## config.mk

```make
export PLATFORM = sky130hd
export DESIGN_NAME = fbsm_slot_mapper
export DESIGN_NICKNAME = d
export VERILOG_FILES = /design/src/hdl/fbsm_pkg.sv /design/src/hdl/fbsm_slot_mapper.sv
export VERILOG_INCLUDE_DIRS = /design/src /design/src/hdl
export SDC_FILE = /design/constraint.sdc
export NUM_CORES = 2
export LEC_CHECK = 0
export BUFFER_PORTS_ARGS = -buffer_cell sky130_fd_sc_hd__buf_2
export CAP_MARGIN = 20
export CORE_MARGIN = 3
export CORE_UTILIZATION = 31
export CTS_BUF_LIST = sky130_fd_sc_hd__clkbuf_8
export DETAILED_ROUTE_END_ITERATION = 7
export MAX_ROUTING_LAYER = met4
export PLACE_DENSITY = 0.61
export REMOVE_ABC_BUFFERS = 1
export SETUP_SLACK_MARGIN = 0.3
export SYNTH_ARGS = -nofsm -noshare
export SYNTH_HDL_FRONTEND = slang
export SYNTH_SLANG_ARGS = --single-unit
```

## constraint.sdc

```tcl
create_clock -name pclk -period 5.08 [get_ports pclk]
set_input_delay 0.508 -clock pclk [delete_from_list [all_inputs] [get_ports pclk]]
set_output_delay 0.508 -clock pclk [all_outputs]
set_load 0.005 [all_outputs]
```

## src/hdl/fbsm_params.svh

```systemverilog
// Register indices, field positions and reset values of the slot mapper
`ifndef FBSM_PARAMS_SVH
`define FBSM_PARAMS_SVH

// ----------------------------------------------------------------
// Register indices (byte address is four times the index)
// ----------------------------------------------------------------
`define FBSM_IN_MAP_IDX 16'hf300
`define FBSM_OUT_MAP_IDX 16'hf380
`define FBSM_CTRL_IDX 16'hf3c0
`define FBSM_STAT_IDX 16'hf3c1
`define FBSM_CHAN_IDX 16'hf3d0
`define FBSM_MAP_MASK 16'hffc0
`define FBSM_CHAN_MASK 16'hfff0

// ----------------------------------------------------------------
// Field positions
// ----------------------------------------------------------------
`define FBSM_HIZ_A_BIT 0
`define FBSM_HIZ_B_BIT 1

// ----------------------------------------------------------------
// Reset values
// ----------------------------------------------------------------
`define FBSM_MAP_RST 8'h00
`define FBSM_CTRL_RST 2'h0
`define FBSM_CNT_RST 9'h000

`endif

```

## src/hdl/fbsm_pkg.sv

```systemverilog
// Types shared by the slot mapper and its bench
package fbsm_pkg;
    // One mapping entry, low byte of the 16-bit register
    typedef struct packed {
        logic en;
        logic rev;
        logic grp;
        logic [2:0] pos;
        logic [1:0] lane;
    } fbsm_map_s;

    // One serial output pin: data and output enable
    typedef struct packed {
        logic dout;
        logic oe;
    } fbsm_pin_s;

    // Sixteen 32-bit audio channels
    typedef logic [15:0][31:0] fbsm_chan_t;
endpackage

```

## src/hdl/fbsm_slot_mapper.sv

```systemverilog
// Flexible TDM byte slot mapper with APB register access
// Summary of operation
// RULE_01: Three position bits pick channel 0 to 7 within the group.
// RULE_02: Input lane code 00 writes bits 31..24, up to 11 for 7..0.
// RULE_03: Each input channel is built from four separately written bytes.
// RULE_04: Sixty-four output mapping entries, one per output slot.
// RULE_05: Slots 0-31 go out on pin a, slots 32-63 on pin b.
// RULE_06: Low six entry bits pick source channel and byte of a slot.
// RULE_07: Disabled slot with idle high-impedance set leaves pin undriven.
// RULE_08: Disabled slot with idle high-impedance clear drives pin low.
// RULE_09: Enabled slot sends its mapped data byte.
// RULE_10: Bit 6 set sends the byte LSB first, clear MSB first.
// RULE_11: Entry bits 15..8 are reserved and reset to zero.
// RULE_12: Pin select 0 feeds channels 32-39 from pin a, 1 40-47 from b.
// RULE_13: Disabled input slots never change channel data.
// RULE_14: Output group bit picks channels 32-39 or 40-47.
// RULE_15: Output lane code 00 sends bits 31..24, up to 11 for 7..0.
// RULE_16: Software writes zero to reserved bits and expects zero back.
`include "fbsm_params.svh"

module fbsm_slot_mapper (
    input wire logic pclk, // APB and frame clock
    input wire logic presetn, // Asynchronous reset, active low
    input wire logic [17:0] paddr, // APB byte address
    input wire logic psel, // APB select
    input wire logic penable, // APB access phase
    input wire logic pwrite, // APB direction
    input wire logic [31:0] pwdata, // APB write data
    output logic [31:0] prdata, // APB read data
    output logic pready, // APB ready
    output logic pslverr, // APB error
    input wire logic bit_tick, // One serial bit time
    input wire logic frame_sync, // First bit of a frame
    input wire logic serial_in_pin_a, // Input stream a
    input wire logic serial_in_pin_b, // Input stream b
    input wire fbsm_pkg::fbsm_chan_t out_chan, // Channels 32-47 to send
    output fbsm_pkg::fbsm_chan_t in_chan, // Channels 32-47 received
    output fbsm_pkg::fbsm_pin_s serial_out_pin_a, // Output pin a
    output fbsm_pkg::fbsm_pin_s serial_out_pin_b // Output pin b
);
    import fbsm_pkg::*;

    // ------------------------------------------------------------
    // Helper functions
    // ------------------------------------------------------------
    // Mirror a byte end for end
    function automatic logic [7:0] rev8(input logic [7:0] b);
        logic [7:0] r;
        r = 8'h00;
        for (int i = 0; i < 8; i++) begin
            r[i] = b[7-i];
        end
        return r;
    endfunction

    // Byte of a word by lane code, lane 0 is the top byte
    function automatic logic [7:0] lane_of(input logic [31:0] w,
                                           input logic [1:0] l);
        return w[{~l, 3'b000} +: 8];
    endfunction

    // Channel number within 32-47 from group and position
    function automatic logic [3:0] chan_of(input fbsm_map_s m);
        return {m.grp, m.pos};
    endfunction

    // Pin value for one bit of one output slot
    function automatic fbsm_pin_s pin_of(input fbsm_map_s m,
                                         input logic act,
                                         input logic hiz,
                                         input logic [7:0] b,
                                         input logic [2:0] k);
        fbsm_pin_s p;
        p.dout = 1'b0;
        p.oe = 1'b0;
        if (act && m.en) begin
            p.oe = 1'b1;
            p.dout = m.rev ? b[k] : b[~k];
        end else begin
            p.oe = ~hiz;
        end
        return p;
    endfunction

    // ------------------------------------------------------------
    // Frame position
    // ------------------------------------------------------------
    logic [8:0] cnt;
    logic [8:0] next_cnt;
    logic [8:0] eff_cnt;
    logic [2:0] bit_i;
    logic [5:0] islot;
    logic [4:0] oslot;
    logic out_act;
    logic in_done;

    // Frame sync restarts the count at bit 0 of slot 0
    always_comb begin
        eff_cnt = frame_sync ? `FBSM_CNT_RST : cnt;
        bit_i = eff_cnt[2:0];
        islot = eff_cnt[8:3];
        oslot = eff_cnt[7:3];
        out_act = ~eff_cnt[8];
        in_done = bit_tick && (bit_i == 3'h7);
        next_cnt = bit_tick ? eff_cnt + 9'h001 : cnt;
    end

    always_ff @(posedge pclk or negedge presetn) begin
        if (!presetn) begin
            cnt <= `FBSM_CNT_RST;
        end else begin
            cnt <= next_cnt;
        end
    end

    // ------------------------------------------------------------
    // Registers and APB slave
    // ------------------------------------------------------------
    fbsm_map_s in_map [64];
    fbsm_map_s out_map [64];
    fbsm_map_s next_in_map [64];
    fbsm_map_s next_out_map [64];
    logic [1:0] hiz;
    logic [1:0] next_hiz;
    logic [31:0] next_prdata;
    logic next_pready;
    logic next_pslverr;
    logic [15:0] idx;
    logic [5:0] widx;
    logic in_hit;
    logic out_hit;
    logic ro_hit;
    logic bad;
    logic req;
    logic done;
    logic [31:0] rdval;

    // Address decode and read mux
    always_comb begin
        idx = paddr[17:2];
        widx = paddr[7:2];
        in_hit = (idx & `FBSM_MAP_MASK) == `FBSM_IN_MAP_IDX;
        out_hit = (idx & `FBSM_MAP_MASK) == `FBSM_OUT_MAP_IDX;
        ro_hit = (idx == `FBSM_STAT_IDX) ||
                 ((idx & `FBSM_CHAN_MASK) == `FBSM_CHAN_IDX);
        rdval = 32'h0000_0000;
        bad = 1'b0;
        if (in_hit) begin
            rdval[7:0] = in_map[widx]; // see RULE_11
        end else if (out_hit) begin
            rdval[7:0] = out_map[widx]; // see RULE_04 see RULE_11
        end else if (idx == `FBSM_CTRL_IDX) begin
            rdval[1:0] = hiz;
        end else if (idx == `FBSM_STAT_IDX) begin
            rdval[8:0] = cnt;
        end else if ((idx & `FBSM_CHAN_MASK) == `FBSM_CHAN_IDX) begin
            rdval = in_chan[idx[3:0]];
        end else begin
            bad = 1'b1;
        end
        if (paddr[1:0] != 2'h0 || (pwrite && ro_hit)) begin
            bad = 1'b1;
        end
    end

    // One wait state, then the access completes with pready
    always_comb begin
        req = psel && penable;
        done = req && pready;
        next_pready = req && !pready;
        next_pslverr = req && !pready && bad;
        next_prdata = prdata;
        if (req && !pready && !pwrite) begin
            next_prdata = bad ? 32'h0000_0000 : rdval;
        end
        next_in_map = in_map;
        next_out_map = out_map;
        next_hiz = hiz;
        if (done && pwrite && !pslverr) begin
            if (in_hit) begin
                next_in_map[widx] = pwdata[7:0];
            end
            if (out_hit) begin
                next_out_map[widx] = pwdata[7:0];
            end
            if (idx == `FBSM_CTRL_IDX) begin
                next_hiz[`FBSM_HIZ_A_BIT] = pwdata[`FBSM_HIZ_A_BIT];
                next_hiz[`FBSM_HIZ_B_BIT] = pwdata[`FBSM_HIZ_B_BIT];
            end
        end
    end

    always_ff @(posedge pclk or negedge presetn) begin
        if (!presetn) begin
            for (int i = 0; i < 64; i++) begin
                in_map[i] <= `FBSM_MAP_RST;
                out_map[i] <= `FBSM_MAP_RST; // see RULE_11
            end
            hiz <= `FBSM_CTRL_RST;
            prdata <= 32'h0000_0000;
            pready <= 1'b0;
            pslverr <= 1'b0;
        end else begin
            in_map <= next_in_map;
            out_map <= next_out_map;
            hiz <= next_hiz;
            prdata <= next_prdata;
            pready <= next_pready;
            pslverr <= next_pslverr;
        end
    end

    // ------------------------------------------------------------
    // Input slots
    // ------------------------------------------------------------
    logic [6:0] sh_a;
    logic [6:0] sh_b;
    logic [6:0] next_sh_a;
    logic [6:0] next_sh_b;
    fbsm_chan_t next_in_chan;
    fbsm_map_s ent_i;
    logic [7:0] wr_byte;
    logic [3:0] wr_ch;
    logic [1:0] wr_lane;

    // Shift both pins, then store the finished byte where mapped
    always_comb begin
        ent_i = in_map[islot];
        next_sh_a = bit_tick ? {sh_a[5:0], serial_in_pin_a} : sh_a;
        next_sh_b = bit_tick ? {sh_b[5:0], serial_in_pin_b} : sh_b;
        wr_byte = ent_i.grp ? {sh_b, serial_in_pin_b} // see RULE_12
                            : {sh_a, serial_in_pin_a};
        if (ent_i.rev) begin
            wr_byte = rev8(wr_byte);
        end
        wr_ch = chan_of(ent_i); // see RULE_01 see RULE_12
        wr_lane = ent_i.lane;
        next_in_chan = in_chan;
        if (in_done && ent_i.en) begin // see RULE_13
            next_in_chan[wr_ch][{~wr_lane, 3'b000} +: 8] = // see RULE_02
                wr_byte; // see RULE_03
        end
    end

    always_ff @(posedge pclk or negedge presetn) begin
        if (!presetn) begin
            sh_a <= 7'h00;
            sh_b <= 7'h00;
            in_chan <= '0;
        end else begin
            sh_a <= next_sh_a;
            sh_b <= next_sh_b;
            in_chan <= next_in_chan;
        end
    end

    // ------------------------------------------------------------
    // Output slots
    // ------------------------------------------------------------
    fbsm_map_s ent_a;
    fbsm_map_s ent_b;
    logic [7:0] obyte_a;
    logic [7:0] obyte_b;
    fbsm_pin_s next_pin_a;
    fbsm_pin_s next_pin_b;

    // Pin a uses entries 0-31, pin b entries 32-63
    always_comb begin
        ent_a = out_map[{1'b0, oslot}]; // see RULE_05
        ent_b = out_map[{1'b1, oslot}]; // see RULE_05
        obyte_a = lane_of(out_chan[chan_of(ent_a)], // see RULE_06 see RULE_14
                          ent_a.lane); // see RULE_15
        obyte_b = lane_of(out_chan[chan_of(ent_b)], // see RULE_06 see RULE_14
                          ent_b.lane); // see RULE_15
        next_pin_a = serial_out_pin_a;
        next_pin_b = serial_out_pin_b;
        if (bit_tick) begin // see RULE_07 see RULE_08 see RULE_09 see RULE_10
            next_pin_a = pin_of(ent_a, out_act, hiz[`FBSM_HIZ_A_BIT],
                                obyte_a, bit_i);
            next_pin_b = pin_of(ent_b, out_act, hiz[`FBSM_HIZ_B_BIT],
                                obyte_b, bit_i);
        end
    end

    always_ff @(posedge pclk or negedge presetn) begin
        if (!presetn) begin
            serial_out_pin_a <= '0;
            serial_out_pin_b <= '0;
        end else begin
            serial_out_pin_a <= next_pin_a;
            serial_out_pin_b <= next_pin_b;
        end
    end

    logic msb_a;
    logic lsb_a;
    logic en_b;
    logic map_hit;
    assign msb_a = obyte_a[3'h7 - bit_i];
    assign lsb_a = obyte_a[bit_i];
    assign en_b = out_map[{1'b1, oslot}].en;
    assign map_hit = in_hit || out_hit;
endmodule // fbsm_slot_mapper

```

==> reports/results.txt <==
Status = finished with violations
Failing checks = slew limit
CTS clk-pin slew, worst paths = 60 ps
Final setup violation count = 0
Worst-Margin Slew = 1510 ps
Total GRT Usage = 0.322
Initial DRT Pass Iterations = 8
Via count = 86300
CTS Sinks = 1599
Final Hold Viols = 0
RR Startpoint = cnt[4]
Final nets = 10500
Post-Syn Area = 0.0895 mm²
WP depth = 18
Mean Syn Cell Area = 10.7 µm²
Worst setup endpoint = serial_out_pin_b[1]
Vias in the first global route = 83900
Setup crit end kind = flop
Area Growth Syn to Fin = 25.6%
Top cells by area, synth = dfrtp_1 (45%), mux2_2 (20%), o22ai_1 (4.6%)
Worst Setup Path Type = flop to flop
Final min period = 4870 ps
Post-Route WL = 484 mm
Clk Latency, worst-skew pair = 1070 ps
Layout Skew = 104 ps
Max clock buf depth = 4
Post-DR vias/cell = 6.15
CP top delay family = compound AO/OA/AOI/OAI gates
Post-Syn Instances = 8383
Die area = 0.295 mm²
Reg2Reg Depth = 18
Hold Path Class = input pin to flop
H-tree depth = 5
Seq/Total Area, Yosys = 0.447
Biggest area consumer among synthesized cells = dfrtp_1
Initial antenna violation count = 108
Global-route wire length before repair = 665 mm
Flop-to-flop setup slack = 210 ps
Initial drt markers = 11800
Top FF cell, synth = dfrtp_1
Synth top cells by count = mux2_2 (1621), dfrtp_1 (1599), nand2_1 (905)
Post-synthesis async set-or-reset flop share = 1.00
Post-route antenna net violation count = 0
Slew Limit Headroom = -0.00833
Port buffer count = 1096
Crit Reg-Reg Endpoint = serial_out_pin_b[1]
Clock root buffer = clkbuf_8
Share of cells above drive strength 1 = 0.419
Crit path max fanout = 7
Pins Over Slew Limit = 17
Setup_tns = 0 ps
Fmax = 0.205 GHz
CP Cell Sequence = clkbuf_4, nor2b_1, buf_4, a221oi_2, o22ai_1, a222oi_1, buf_4, o32a_1, buf_6, buf_12, a31oi_1, nand4_1, nand4_1, a21oi_1, o22ai_1, a2111oi_2, o311ai_1, a32o_1
Worst VDD drop = 263 µV
Largest net degree at the start of global routing = 155
Final period util = 0.958
CP Launch Type = flop
CP Buf/Inv Count = 5
Layout Utilization = 0.393
Number of synthesized flops with an enable pin = 0
Most common cell in the netlist = mux2_2
Die H = 543 µm
Synth unique cells = 107
CP max stage delay = 650 ps
Leak Pwr = 53.1 nW
PD cells = 295 mW/mm²
Placement row count = 196
RSZ-0062 raised after global routing = true
RePlAce Congestion = 1.03
Placed inst area = 0.106 mm²
Core Box Area = 0.286 mm²
CTS Buf Count = 300
Initial Utilization = 0.313
Syn. warnings = 0
CTS tree = done
Number of synthesized register bits = 1599
Slowest CP cell = a222oi_1
Worst Setup SP = cnt[4]
Global route overflow = 0
Area share of the largest cell type after synthesis = 0.447
DP Wirelength = 354 mm
Fin area = 0.112 mm²
I/O pin cnt = 1121
Worst Path Arrival = 5810 ps
Max-cap viol count = 0
DRC viols = 0
Crit path required time = 6020 ps
WL per Instance = 34.6 µm
Die Wd = 543 µm
==> per-layer routing <==
layer	GRT usage	vias to the layer above	routed length (µm)	share of wire
met5	-	-	0	0
met4	0.206	0	38000	0.078
met3	0.0869	1396	52200	0.11
met2	0.472	6134	212000	0.44
met1	0.391	43800	183000	0.38
li1	-	35000	-	-
==> worst register-to-register path: stages (launching register included) <==
cell and delay [ps]:
dfrtp_4 490, clkbuf_4 210, nor2b_1 240, buf_4 230, a221oi_2 270, o22ai_1 130
a222oi_1 650, buf_4 260, o32a_1 200, buf_6 170, buf_12 130, a31oi_1 50
nand4_1 270, nand4_1 190, a21oi_1 290, o22ai_1 150, a2111oi_2 380, o311ai_1 170
a32o_1 270
==> sequential cells by signal, indices dropped and copies added (netlist names) <==
signal,cells
in_chan,512
in_map,512
out_map,512
prdata,32
cnt,9
sh_a,7
sh_b,7
hiz,2
serial_out_pin_a,2
serial_out_pin_b,2
pready,1
pslverr,1
==> power by group <==
group | switching (W) | internal, W | total [W]
registers | 0.0000456 | 0.0128 | 0.0128
logic | 0.00515 | 0.00278 | 0.00792
clock network | 0.00568 | 0.00677 | 0.0125
total | 0.0109 | 0.0223 | 0.0332
==> stage by stage <==
| stage | total power, W | hold slack, ps | instances | worst slack [ps] |
|---|---|---|---|---|
| 6_report | 0.0332 | 86.7 | 14000 | 212 |
| 5_1_grt | 0.0341 | 73.8 | 14000 | 142 |
| 4_1_cts | 0.0330 | 21.6 | 13900 | 301 |
| 3_5_place_dp | 0.0205 | 461 | 13400 | -261 |
| 3_3_place_gp | 0.0205 | 463 | 13400 | -380 |
| 2_1_floorplan | 0.0165 | 212 | 7645 | -16280 |
==> what timing repair did <==
action / in CTS / in global routing
hold buffers: 10 / 0
endpoints found under the hold margin: 137 / 0
gates resized for setup: 33 / 59
pin swaps: 8 / 12
cloned: 0 / 3
setup buffers: 12 / 11
setup endpoints to repair: 197 / 321
==> final cells by class <==
class,instances,area (µm²)
clock buffers,374,5150
well taps,3762,4710
clock inverters,124,612
diodes,100,250
multi-input cells,6018,46600
repair buffers,2013,15000
flip-flops and latches,1599,40000
fillers,27900,174000
inverters,28,105
==> cell usage in the layout, fill, tap and decap left out, types with 29 or more instances in the layout <==
cell type  instances
a22oi_1          100
o22ai_1          653
nor2_2            42
dfrtp_1         1596
a221oi_1          73
diode_2          100
nand2_1          899
a221o_1           52
inv_1            120
o221ai_1          41
buf_2           1082
buf_12           193
o22a_1            41
mux4_2            29
a32o_1            29
nor4_1            92
nand4_1           76
mux2i_1          385
nand3_1          219
a31oi_1          159
a32oi_1           58
a211oi_1         146
nor2b_1          108
nor2_1           410
nor3_1            65
mux2_2          1621
clkbuf_8         374
o21ai_0          127
buf_4            706
a21oi_1          106
==> logic make-up (layout without fill, tap and decap cells) <==
family	count (synthesis)	in the layout	synth area share
buffers and inverters	766	2539	0.0407
other	0	100	0
AO/OA/AOI/OAI	1838	1838	0.146
flip-flops	1599	1599	0.447
AND/OR/NAND/NOR	2122	2122	0.109
multiplexers	2047	2047	0.256
XOR/XNOR	4	4	0.000391
adder cells (fa/ha/maj)	7	7	0.000978
==> worst min-delay path by stage <==
stage                           from         to  slack (ps)  depth (start not counted)
final                       paddr[8]     hiz[1]          90                          5
after global routing      frame_sync     cnt[4]          70                          3
after CTS                   paddr[8]     hiz[0]          20                          5
after detailed placement   prdata[3]  prdata[3]         460                          2
after global placement     prdata[6]  prdata[6]         460                          2
after floorplan              presetn     cnt[0]         210                          0
(Power assumes the default switching activity.)
